$ cat config.mk
export PLATFORM = sky130hd
export DESIGN_NAME = sxa_signaling_extractor
export DESIGN_NICKNAME = d
export VERILOG_FILES = /design/src/design/sxa_pkg.sv /design/src/design/sxa_signaling_extractor.sv
export SDC_FILE = /design/constraint.sdc
export NUM_CORES = 1
export LEC_CHECK = 0
export CAP_MARGIN = 20
export CORE_MARGIN = 4
export CORE_UTILIZATION = 50
export CTS_CLUSTER_DIAMETER = 40
export DETAILED_ROUTE_END_ITERATION = 8
export DONT_BUFFER_PORTS = 1
export GPL_ROUTABILITY_DRIVEN = 0
export PLACE_DENSITY = 0.65
export SETUP_SLACK_MARGIN = 0.5
export SYNTH_ARGS = -nofsm -noshare
export SYNTH_HDL_FRONTEND = slang
export SYNTH_SLANG_ARGS = --single-unit
$ cat constraint.sdc
create_clock -name aclk -period 12.5 [get_ports aclk]
set_clock_uncertainty 0.2 [all_clocks]
set_input_delay 3.75 -clock aclk [delete_from_list [all_inputs] [get_ports aclk]]
set_output_delay 3.75 -clock aclk [all_outputs]
set_load 0.005 [all_outputs]
$ cat src/design/sxa_pkg.sv
package sxa_pkg;

	// ****************************************************************
	// Register indices on the bus (byte address is four times these).
	// ****************************************************************
	localparam logic [7:0] IDX_CFG  = 8'h50;
	localparam logic [7:0] IDX_STAT = 8'h51;
	localparam logic [7:0] IDX_ACTL = 8'h52;
	localparam logic [7:0] IDX_DATA = 8'h53;
	localparam logic [7:0] IDX_MODE = 8'h60;

	// Register fields and reset values.
	localparam int unsigned CFG_VIEW_BIT   = 6;
	localparam int unsigned CFG_IRQ_EN_BIT = 5;
	localparam int unsigned CFG_PCH_EN_BIT = 0;
	localparam logic [7:0]  CFG_RST      = 8'h00;
	localparam logic [7:0]  ACTL_RST     = 8'h00;
	localparam logic [7:0]  DATA_RST     = 8'h00;
	localparam int unsigned ACTL_RNW_BIT = 7;
	localparam int unsigned STAT_BUSY_BIT = 7;
	localparam int unsigned MODE_E1_BIT  = 0;

	// ****************************************************************
	// Indirect address space.
	// ****************************************************************
	localparam logic [6:0] IND_CUR_BASE = 7'h10;
	localparam logic [6:0] IND_DLY_BASE = 7'h20;
	localparam logic [6:0] IND_CFG_BASE = 7'h40;
	localparam logic [6:0] IND_CFG_END  = 7'h5f;
	localparam logic [4:0] T1_LAST_IDX  = 5'd23;
	localparam logic [4:0] E1_SIG_TS    = 5'd16;

	// Per-timeslot configuration fields.
	localparam int unsigned PT_INV1_BIT = 3;
	localparam int unsigned PT_FIX_BIT  = 2;
	localparam int unsigned PT_POL_BIT  = 1;
	localparam int unsigned PT_DEB_BIT  = 0;

	// Indirect access duration in clock cycles.
	localparam logic [2:0] IND_BUSY_CYC = 3'd4;

	// Data conditioning masks; bit 1 of a timeslot is the MSB.
	localparam logic [7:0] MASK_ODD   = 8'haa;
	localparam logic [7:0] MASK_EVEN  = 8'h55;
	localparam logic [7:0] MASK_SIGN  = 8'h80;
	localparam logic [7:0] MASK_MAG   = 8'h7f;
	localparam logic [7:0] TRUNK_CODE = 8'hff;

	localparam logic [1:0] RESP_OKAY   = 2'b00;
	localparam logic [1:0] RESP_SLVERR = 2'b10;

	// ****************************************************************
	// Types.
	// ****************************************************************
	typedef enum logic [1:0] {
		IA_IDLE = 2'b00,
		IA_BUSY = 2'b01
	} sxa_ia_state_type;

	typedef struct packed {
		logic       valid;
		logic [4:0] chan;
		logic [3:0] abcd;
	} sxa_sig_type;

	typedef struct packed {
		logic       valid;
		logic [4:0] ts;
		logic       sigframe;
		logic       trunk;
		logic       mw;
		logic [7:0] mw_byte;
		logic [7:0] data;
	} sxa_pcm_in_type;

	typedef struct packed {
		logic       valid;
		logic [7:0] data;
	} sxa_pcm_out_type;

endpackage

$ cat src/design/sxa_signaling_extractor.sv
// Implementation choice: the AXI4-Lite slave port.
`timescale 1ns/100ps
module sxa_signaling_extractor
	import sxa_pkg::*;
(
	input  wire logic            aclk,
	input  wire logic            aresetn,
	input  wire logic [11:0]     awaddr,
	input  wire logic            awvalid,
	output logic                 awready,
	input  wire logic [31:0]     wdata,
	input  wire logic [3:0]      wstrb,
	input  wire logic            wvalid,
	output logic                 wready,
	output logic [1:0]           bresp,
	output logic                 bvalid,
	input  wire logic            bready,
	input  wire logic [11:0]     araddr,
	input  wire logic            arvalid,
	output logic                 arready,
	output logic [31:0]          rdata,
	output logic [1:0]           rresp,
	output logic                 rvalid,
	input  wire logic            rready,
	input  wire sxa_sig_type     sig_in,
	input  wire logic            mf_tick,
	input  wire sxa_pcm_in_type  pcm_in,
	input  wire logic [31:0]     sign_invert_ctl,
	output sxa_pcm_out_type      pcm_out,
	output logic                 interrupt_out_n
);

	// ****************************************************************
	// Declarations.
	// ****************************************************************
	logic [7:0]        cfg_r;
	logic              e1_r;
	logic [7:0]        actl_r;
	logic [7:0]        data_r;
	logic [30:1]       flags_r;
	logic [30:1]       set_vec;
	logic [30:1]       clr_vec;
	logic              awready_r;
	logic              aw_got_r;
	logic [11:0]       awaddr_r;
	logic              wready_r;
	logic              w_got_r;
	logic [7:0]        wbyte_r;
	logic              wlane_r;
	logic              bvalid_r;
	logic [1:0]        bresp_r;
	logic              arready_r;
	logic              rvalid_r;
	logic [31:0]       rdata_r;
	logic [1:0]        rresp_r;
	logic              irq_n_r;
	sxa_pcm_out_type   pcm_out_r;
	sxa_ia_state_type  ia_state_r;
	logic [2:0]        ia_cnt_r;
	logic [7:0]        op_r;
	logic              busy;
	logic              view_ev;
	logic              pch_en;
	logic              wr_do;
	logic [7:0]        wr_idx;
	logic              wr_map;
	logic              ia_start;
	logic              ia_last;
	logic              ind_wr_cfg;
	logic              ar_do;
	logic [7:0]        ar_idx;
	logic              ar_map;
	logic [7:0]        rd_val;
	logic [7:0]        ind_rdata;
	logic [3:0]        cur_r [32];
	logic [3:0]        prev_r [32];
	logic [3:0]        stage_r [32];
	logic [3:0]        dly_r [32];
	logic [3:0]        ptcfg_r [32];
	logic              sig_ok;
	logic [3:0]        sig_cfg;
	logic [3:0]        new_nib;
	logic              sig_chg;
	logic [4:0]        flag_pos;
	logic [3:0]        pcm_cfg;
	logic [7:0]        pcm_d;

	assign view_ev = cfg_r[CFG_VIEW_BIT];
	assign pch_en  = cfg_r[CFG_PCH_EN_BIT];
	assign busy    = (ia_state_r == IA_BUSY);

	// ****************************************************************
	// Bus slave: write channels.
	// ****************************************************************
	// Address and data are latched independently so either order works.
	assign wr_do  = aw_got_r && w_got_r && !bvalid_r;
	assign wr_idx = awaddr_r[9:2];
	assign wr_map = (awaddr_r[11:10] == 2'b00) && ((wr_idx == IDX_CFG) || (wr_idx == IDX_STAT)
		|| (wr_idx == IDX_ACTL) || (wr_idx == IDX_DATA) || (wr_idx == IDX_MODE));

	always_ff @(posedge aclk) begin
		if (!aresetn) begin
			awready_r <= 1'b1;
			aw_got_r  <= 1'b0;
			awaddr_r  <= 12'h000;
			wready_r  <= 1'b1;
			w_got_r   <= 1'b0;
			wbyte_r   <= 8'h00;
			wlane_r   <= 1'b0;
			bvalid_r  <= 1'b0;
			bresp_r   <= RESP_OKAY;
		end else begin
			if (awvalid && awready_r) begin
				awready_r <= 1'b0;
				aw_got_r  <= 1'b1;
				awaddr_r  <= awaddr;
			end
			if (wvalid && wready_r) begin
				wready_r <= 1'b0;
				w_got_r  <= 1'b1;
				wbyte_r  <= wdata[7:0];
				wlane_r  <= wstrb[0];
			end
			if (wr_do) begin
				bvalid_r <= 1'b1;
				bresp_r  <= wr_map ? RESP_OKAY : RESP_SLVERR;
			end
			if (bvalid_r && bready) begin
				bvalid_r  <= 1'b0;
				aw_got_r  <= 1'b0;
				w_got_r   <= 1'b0;
				awready_r <= 1'b1;
				wready_r  <= 1'b1;
			end
		end
	end

	// Start an indirect access only for a mapped indirect location while idle.
	assign ia_start = wr_do && wlane_r && !view_ev && (wr_idx == IDX_ACTL) && (awaddr_r[11:10] == 2'b00)
		&& (ia_state_r == IA_IDLE) && (wbyte_r[6:0] >= IND_CUR_BASE) && (wbyte_r[6:0] <= IND_CFG_END);

	// ****************************************************************
	// Software registers.
	// ****************************************************************
	// In the event view only the view select bit of the configuration register and the mode register are writable.
	always_ff @(posedge aclk) begin
		if (!aresetn) begin
			cfg_r  <= CFG_RST;
			e1_r   <= 1'b0;
			actl_r <= ACTL_RST;
		end else if (wr_do && wlane_r && (awaddr_r[11:10] == 2'b00)) begin
			if (wr_idx == IDX_CFG) begin
				if (view_ev) begin
					cfg_r[CFG_VIEW_BIT] <= wbyte_r[CFG_VIEW_BIT];
				end else begin
					cfg_r <= wbyte_r;
				end
			end
			if (wr_idx == IDX_MODE) begin
				e1_r <= wbyte_r[MODE_E1_BIT];
			end
			if ((wr_idx == IDX_ACTL) && !view_ev) begin
				actl_r <= wbyte_r;
			end
		end
	end

	// Data buffer: loaded by software, or by the end of an indirect read.
	always_ff @(posedge aclk) begin
		if (!aresetn) begin
			data_r <= DATA_RST;
		end else if (ia_last && op_r[ACTL_RNW_BIT]) begin
			data_r <= ind_rdata;
		end else if (wr_do && wlane_r && !view_ev && (wr_idx == IDX_DATA) && (awaddr_r[11:10] == 2'b00)) begin
			data_r <= wbyte_r;
		end
	end

	// ****************************************************************
	// Indirect access sequencer.
	// ****************************************************************
	// The operation is latched so a stray control write cannot alter a running access.
	assign ia_last    = busy && (ia_cnt_r == 3'd0);
	assign ind_wr_cfg = ia_last && !op_r[ACTL_RNW_BIT] && (op_r[6:0] >= IND_CFG_BASE);

	always_ff @(posedge aclk) begin
		if (!aresetn) begin
			ia_state_r <= IA_IDLE;
			ia_cnt_r   <= 3'd0;
			op_r       <= ACTL_RST;
		end else begin
			unique case (ia_state_r)
				IA_IDLE: begin
					if (ia_start) begin
						ia_state_r <= IA_BUSY;
						ia_cnt_r   <= IND_BUSY_CYC - 3'd1;
						op_r       <= wbyte_r;
					end
				end
				IA_BUSY: begin
					if (ia_cnt_r == 3'd0) begin
						ia_state_r <= IA_IDLE;
					end else begin
						ia_cnt_r <= ia_cnt_r - 3'd1;
					end
				end
			endcase
		end
	end

	// Indirect read decode; unavailable nibbles read as zero.
	always_comb begin
		ind_rdata = 8'h00;
		if ((op_r[6:0] >= IND_CUR_BASE) && (op_r[6:0] < IND_DLY_BASE)) begin
			if (!(e1_r && (op_r[3:0] == 4'h0))) begin
				ind_rdata[7:4] = cur_r[{1'b0, op_r[3:0]}];
			end
			if (!(e1_r && (op_r[3:0] == 4'h0)) && (e1_r || (op_r[3:0] < 4'h8))) begin
				ind_rdata[3:0] = cur_r[{1'b1, op_r[3:0]}];
			end
		end else if ((op_r[6:0] >= IND_DLY_BASE) && (op_r[6:0] < IND_CFG_BASE)) begin
			if (e1_r || (op_r[4:0] <= T1_LAST_IDX)) begin
				ind_rdata[3:0] = dly_r[op_r[4:0]];
			end
		end else if (op_r[6:0] >= IND_CFG_BASE) begin
			ind_rdata[3:0] = ptcfg_r[op_r[4:0]];
		end
	end

	// ****************************************************************
	// Bus slave: read channel.
	// ****************************************************************
	assign ar_do  = arvalid && arready_r;
	assign ar_idx = araddr[9:2];
	assign ar_map = (araddr[11:10] == 2'b00) && ((ar_idx == IDX_CFG) || (ar_idx == IDX_STAT)
		|| (ar_idx == IDX_ACTL) || (ar_idx == IDX_DATA) || (ar_idx == IDX_MODE));

	// The view select bit swaps flag registers in over the indirect ones.
	always_comb begin
		rd_val  = 8'h00;
		clr_vec = '0;
		if (ar_map) begin
			unique case (ar_idx)
				IDX_CFG: begin
					rd_val = view_ev ? {2'b01, flags_r[30:25]} : cfg_r;
					if (view_ev && ar_do) clr_vec[30:25] = 6'h3f;
				end
				IDX_STAT: begin
					rd_val = view_ev ? flags_r[24:17] : {busy, 7'h00};
					if (view_ev && ar_do) clr_vec[24:17] = 8'hff;
				end
				IDX_ACTL: begin
					rd_val = view_ev ? flags_r[16:9] : actl_r;
					if (view_ev && ar_do) clr_vec[16:9] = 8'hff;
				end
				IDX_DATA: begin
					rd_val = view_ev ? flags_r[8:1] : data_r;
					if (view_ev && ar_do) clr_vec[8:1] = 8'hff;
				end
				default: begin
					rd_val = {7'h00, e1_r};
				end
			endcase
		end
	end

	always_ff @(posedge aclk) begin
		if (!aresetn) begin
			arready_r <= 1'b1;
			rvalid_r  <= 1'b0;
			rdata_r   <= 32'h0000_0000;
			rresp_r   <= RESP_OKAY;
		end else if (ar_do) begin
			arready_r <= 1'b0;
			rvalid_r  <= 1'b1;
			rdata_r   <= {24'h00_0000, rd_val};
			rresp_r   <= ar_map ? RESP_OKAY : RESP_SLVERR;
		end else if (rvalid_r && rready) begin
			arready_r <= 1'b1;
			rvalid_r  <= 1'b0;
		end
	end

	// ****************************************************************
	// Signaling capture and change flags.
	// ****************************************************************
	// E1 timeslots 0 and 16 and T1 entries past channel 24 never register a change.
	assign sig_ok  = e1_r ? ((sig_in.chan != 5'd0) && (sig_in.chan != E1_SIG_TS))
		: (sig_in.chan <= T1_LAST_IDX);
	assign sig_cfg = pch_en ? ptcfg_r[sig_in.chan] : 4'h0;

	always_comb begin
		for (int b = 0; b < 4; b++) begin
			if (sig_cfg[PT_DEB_BIT] && (sig_in.abcd[b] != prev_r[sig_in.chan][b])) begin
				new_nib[b] = cur_r[sig_in.chan][b];
			end else begin
				new_nib[b] = sig_in.abcd[b];
			end
		end
	end

	assign sig_chg  = sig_in.valid && sig_ok && (new_nib != cur_r[sig_in.chan]);
	// T1 channel n sits at index n-1; E1 flags skip timeslot 16.
	assign flag_pos = e1_r ? ((sig_in.chan < E1_SIG_TS) ? sig_in.chan : sig_in.chan - 5'd1)
		: sig_in.chan + 5'd1;

	genvar k;
	generate
		for (k = 0; k < 32; k++) begin : g_entry
			if ((k >= 1) && (k <= 30)) begin : g_flag
				assign set_vec[k] = sig_chg && (flag_pos == 5'(k));
			end
			// Current data updates at once, so it is readable with its flag.
			always_ff @(posedge aclk) begin
				if (!aresetn) begin
					cur_r[k]  <= 4'h0;
					prev_r[k] <= 4'h0;
				end else if (sig_in.valid && sig_ok && (sig_in.chan == 5'(k))) begin
					cur_r[k]  <= new_nib;
					prev_r[k] <= sig_in.abcd;
				end
			end
			// Two multiframe stages give the one-multiframe lag of the delayed copy.
			always_ff @(posedge aclk) begin
				if (!aresetn) begin
					stage_r[k] <= 4'h0;
					dly_r[k]   <= 4'h0;
				end else if (mf_tick) begin
					stage_r[k] <= cur_r[k];
					dly_r[k]   <= stage_r[k];
				end
			end
			always_ff @(posedge aclk) begin
				if (!aresetn) begin
					ptcfg_r[k] <= 4'h0;
				end else if (ind_wr_cfg && (op_r[4:0] == 5'(k))) begin
					ptcfg_r[k] <= data_r[3:0];
				end
			end
		end
	endgenerate

	// A set in the same cycle as the clearing read survives.
	always_ff @(posedge aclk) begin
		if (!aresetn) begin
			flags_r <= '0;
		end else begin
			flags_r <= (flags_r & ~clr_vec) | set_vec;
		end
	end

	always_ff @(posedge aclk) begin
		if (!aresetn) begin
			irq_n_r <= 1'b1;
		end else begin
			irq_n_r <= !(cfg_r[CFG_IRQ_EN_BIT] && (|flags_r));
		end
	end

	// ****************************************************************
	// Receive data conditioning.
	// ****************************************************************
	// Fixing first, then inversion, then trunk code, then milliwatt on top.
	assign pcm_cfg = pch_en ? ptcfg_r[pcm_in.ts] : 4'h0;

	always_comb begin
		pcm_d = pcm_in.data;
		if (e1_r) begin
			unique case (pcm_cfg[PT_INV1_BIT:PT_FIX_BIT])
				2'b01:   pcm_d = pcm_d ^ MASK_EVEN;
				2'b10:   pcm_d = pcm_d ^ MASK_ODD;
				2'b11:   pcm_d = ~pcm_d;
				default: pcm_d = pcm_d;
			endcase
		end else begin
			if (pcm_cfg[PT_FIX_BIT] && pcm_in.sigframe) begin
				pcm_d[0] = pcm_cfg[PT_POL_BIT];
			end
			unique case ({pcm_cfg[PT_INV1_BIT], sign_invert_ctl[pcm_in.ts]})
				2'b10:   pcm_d = ~pcm_d;
				2'b01:   pcm_d = pcm_d ^ MASK_SIGN;
				2'b11:   pcm_d = pcm_d ^ MASK_MAG;
				default: pcm_d = pcm_d;
			endcase
		end
		if (pcm_in.trunk) begin
			pcm_d = TRUNK_CODE;
		end
		if (pcm_in.mw) begin
			pcm_d = pcm_in.mw_byte;
		end
	end

	always_ff @(posedge aclk) begin
		if (!aresetn) begin
			pcm_out_r <= '0;
		end else begin
			pcm_out_r.valid <= pcm_in.valid;
			pcm_out_r.data  <= pcm_d;
		end
	end

	assign awready         = awready_r;
	assign wready          = wready_r;
	assign bvalid          = bvalid_r;
	assign bresp           = bresp_r;
	assign arready         = arready_r;
	assign rvalid          = rvalid_r;
	assign rdata           = rdata_r;
	assign rresp           = rresp_r;
	assign pcm_out         = pcm_out_r;
	assign interrupt_out_n = irq_n_r;
endmodule

# ---- Yosys cells after proc, flatten, opt, wreduce, memory -nomap -nowiden
# Memory sizes are Yosys's and may differ from the RTL's. A register that Yosys moved wholly into a read port is not among the register bits.
# Index checks and enable logic that the tools add are counted.
dict set report op_classes {
  addsub 3
  n_lt_le_gt_ge 12
  n_eq_ne 118
  muxes 416
  n_bitwise 171
  reduce_logical 166
}
# operator n
set ops {}
lappend ops {{$mux 4} 168}
lappend ops {{$eq 5x5->1 const B} 47}
lappend ops {{$mux 1} 209}
lappend ops {{$or 1x1->1} 160}
lappend ops {{$logic_and 1x1->1} 132}
lappend ops {{$eq 5x4->1 const B} 24}
lappend ops {{$mux 8} 14}
lappend ops {{$eq 8x7->1 const B} 10}
lappend ops {{$eq 5x3->1 const B} 12}
lappend ops {{$mux 5} 10}
lappend ops {{$pmux 8 s3} 2}
lappend ops {{$pmux 8 s4} 1}
lappend ops {{$and 30x30->30} 1}
lappend ops {{$eq 5x2->1 const B} 6}
lappend ops {{$mux 30} 1}
lappend ops {{$not 30->30} 1}
lappend ops {{$or 30x30->30} 1}
lappend ops {{$reduce_or 30->1} 1}
lappend ops {{$not 8->8} 2}
lappend ops {{$eq 5x1->1 const B} 3}
lappend ops {{$ge 7x5->1 const B} 2}
lappend ops {{$mux 6} 2}
lappend ops {{$reduce_and 2->1} 6}
lappend ops {{$le 5x5->1 const B} 2}
lappend ops {{36 further kinds} 69}
dict set report totals {
  register_bits 118
  ram_bits 640
  input_bits 135
  output_inout_bits 51
  word_cells 916
  mem_count 5
}
# memory words word_bits rd rd_ports_with_merged_regs write_ports line
set memory_table {}
lappend memory_table {cur_r 32 4 35 2 32 sxa_signaling_extractor.sv:75} ;# logic [3:0] cur_r [32];
lappend memory_table {dly_r 32 4 1 1 32 sxa_signaling_extractor.sv:78} ;# logic [3:0] dly_r [32];
lappend memory_table {prev_r 32 4 1 0 32 sxa_signaling_extractor.sv:76} ;# logic [3:0] prev_r [32];
lappend memory_table {ptcfg_r 32 4 3 1 32 sxa_signaling_extractor.sv:79} ;# logic [3:0] ptcfg_r [32];
lappend memory_table {stage_r 32 4 32 0 32 sxa_signaling_extractor.sv:77} ;# logic [3:0] stage_r [32];

# ---- Logic depth before layout (Yosys ltp)
dict set report depth {
  depth_word 12
  ltp_mapped 16
  ltp_nobuf 8
}

# ---- Least setup slack after synthesis
# OpenSTA, ideal clock, no wires.
dict set report synth_path {
  kind {input to register}
  startpoint {in mf_tick}
  endpoint {mem dly_r[0][0] (enable)}
  setup_time_ns 0.664
  arrival_ns 10.145
  t_required_ns 11.636
  slack_ns 1.492
  cell_stages 2
  n_path_buf 1
  path_cell_list {clkbuf_1 -> nand2b_1}
}
# item line
set synth_rtl {}
lappend synth_rtl {{start, declared} sxa_signaling_extractor.sv:26} ;# input wire logic mf_tick,
lappend synth_rtl {{end, declared} sxa_signaling_extractor.sv:78}

==> results.cfg <==
[synthesis]
yosysWarnings = 0
yosysTopAreaCell = edfxtp_1
netlist_area_mm2 = 0.0362
ys_seq_area_share_pct = 59.5
yosys-top-cells-area = edfxtp_1 (53%), mux4_2 (13%), dfxtp_1 (6.5%)
synth_edf_count = 640
synthesis.instances = 2701
synth_ff_type = edfxtp_1
ys_ff_latch = 758
synth_cell_types = 66
syn_area_per_cell_um2 = 13.4
async_reset_ff_share_pct = 0
yosysTopAreaCellShare_pct = 53.0

[global_route]
grt_max_degree = 348
grt_pass1_wl_um = 141000
antenna_found_initial = 0
grt_pass1_vias = 22800
grt_util_all_layers_pct = 23.8
overflow = 0

[clock_network]
numCtsBuffers = 106
clockBufferDepth = 3
cts_sinks = 758
post_cts_buffers = 0
clockRootBuffer = clkbuf_16
ctsResizeCount = 0
path_clk_slew_ns = 0.06
worstSkewPairLatency_ns = 0.67
cts_max_level = 3
cts_tree = yes
postCtsHoldBufs = 0

[sta]
fin_hold_ws_ns = 0.260
slew_violations = 0
fmax_mhz = 147
period_needed_ns = 6.79
tightest_slew_ns = 1.29
slew_headroom_pct = 13.8
finalSetupTns_ns = 0
hold_viol = 0
setup_viol = 0
rsz0062_at_grt = no
worst_slack_ns = 5.71
fin_crit_sh_pct = 54.3

[power_and_ir_drop]
p_leak_nw = 15.2
power_mw = 6.16
ir_worst_vdd_v = 0.000103
powerDensity_mw_per_mm2 = 153

[critical_path]
cp_slowest_cell = nor2_1
crit_fanout = 101
cp.required_ns = 12.76
crit_chain = ha_1 > nor2_1 > nor2_1 > o311a_1 > nand2_1 > nor2_1 > nand3_1 > nor2_1
critPathMaxStageDelay_ns = 0.85
crit_arrival_ns = 7.05
r2r_slack_ns = 8.49
critPathMostFrequentCell = nor2_1
crit_path_start_kind = input port
worst_r2r_path_depth = 7
r2r-end = data_r[1]
crit_type = in -> reg
end_kind = flop

[worst_hold_path]
hold_path_class = reg -> reg
min_path_cells = 2
worstHoldEndpoint = awaddr_r[9]
hold_path.startpoint = awaddr_r[9]

[finish]
fin_nets = 2768
diodes = 0
postLayoutCoreUtil_pct = 56.2
area_growth_pct = 11.2
drive_gt1_share_pct = 16.6

[floorplan]
die_area_mm2 = 0.0769
die_h_um = 277
die_w_um = 277
ios = 186
rows = 98
coreArea_mm2 = 0.0717
initial_utilization_pct = 50.5

[route]
dr.pass1.iters = 5
via_per_inst = 6.26
routedWlPerCell_um = 25.4
detail-route-antenna-nets = 0
routed_wirelength_um = 93200
drc = 0
initialDrtViolationCount = 2506
routed-via-count = 22900

[status]
outcome = finished clean

[job]
drv_cap = 0

[placement]
portBuffers = 0
dpl_worst_slack_ns = 5.13
hpwl_um = 61500
## metal layers
layer  vias up  global-route usage [%]  routed length (µm)
li1      10100                       -                   -
met1     11700                    33.5               38200
met4         0                    7.24                2280
met5         -                       0                   0
met2       992                    38.1               44900
met3       145                    4.44                7710
## layout by cell type, fill, tap and decap left out, drive strengths merged, types with 4 or more instances in the layout
master	n
nor4	11
a21oi	60
and3	263
a22oi	22
ha	9
a211o	6
mux4	220
buf	43
o211ai	7
nor2	332
conb	26
a211oi	17
bufinv	9
edfxtp	640
xnor2	7
clkinv	41
nand3	52
nand2b	8
xor2	6
nand4	4
dfxtp	118
or2	6
inv	34
nor2b	25
nor3	10
clkbuf	124
o21ai	106
nand2	118
mux2	13
mux2i	91
and2	200
a32o	30
clkinvlp	8
## sequential cells by signal, indices dropped and copies added (netlist names), 9 cells and up, named ones only
register  cells
prev_r      128
awaddr_r     10
flags_r      30
stage_r     128
dly_r       128
ptcfg_r     128
cur_r       128
pcm_out       9
## Yosys cell counts, drive strengths merged (3+ instances only)
cell     number
mux2         13
nand4         4
nor3         10
nor4         11
buf          67
nand3        52
and2        200
o21ai       106
and3        263
nor2        332
o211ai        7
mux2i        91
a221oi        3
nand2b        8
o211a         3
nor2b        25
ha            9
xor2          6
nand2       118
a32o         30
a211oi       17
nand3b        3
dfxtp       118
edfxtp      640
mux4        220
a22oi        22
a21oi        60
or2           6
clkbuf      187
a31oi         3
a211o         6
inv          16
o2111ai       3
xnor2         7
## how the worst max path moves through the flow
stage | depth (start not counted) | endpoint | startpoint | slack (ns)
floorplan | 2 | dly_r[0][0] | mf_tick | 1.49
global placement | 8 | cur_r[16][1] | sig_in[4] | 5.30
detailed placement | 8 | prev_r[23][2] | sig_in[4] | 5.13
CTS | 8 | prev_r[23][2] | sig_in[4] | 5.81
global route | 8 | cur_r[16][1] | sig_in[4] | 5.49
finish | 8 | cur_r[16][1] | sig_in[4] | 5.71
## area by class of cell
class | instances | area, µm²
Clock buffer | 123 | 2800
Clock inverter | 74 | 723
Fill cell | 5710 | 31400
Inverter | 18 | 67.6
Multi-Input combinational cell | 1696 | 13600
Sequential cell | 758 | 21600
Tap cell | 950 | 1190
Timing Repair Buffer | 44 | 353
## worst max-delay path: cells and delay by family
family,cells,cell delay (ns)
and+or+nand+nor,6,2.34
adders and majority gates,1,0.60
AOI/OAI and AO/OA,1,0.34
## through the flow
step / instances / instance area (µm²)
after floorplan: 2726 / 36300
after global placement: 3456 / 36700
after detailed placement: 3457 / 36700
after CTS: 3654 / 40200
after global routing: 3663 / 40300
final: 3663 / 40300
## power by group
group | internal, mW | leakage, nW | switching (mW)
registers | 2.85 | 7.76 | 0.0489
clock network | 1.80 | 1.70 | 1.15
logic | 0.130 | 5.71 | 0.178
total | 4.78 | 15.2 | 1.38
## cells by family (layout without fill, tap and decap cells)
logic type	after synthesis	after routing	synth area share (%)
and+or+nand+nor	1043	1043	14.8
buffers and inverters	272	259	3.34
adders and majority gates	9	9	0.311
DFF	758	758	59.5
muxes	324	324	16.7
xor gates and xnor gates	13	13	0.314
AOI/OAI and AO/OA	281	281	5.00
other	1	26	0.0103
No activity file was read; power rests on OpenSTA's default activity.
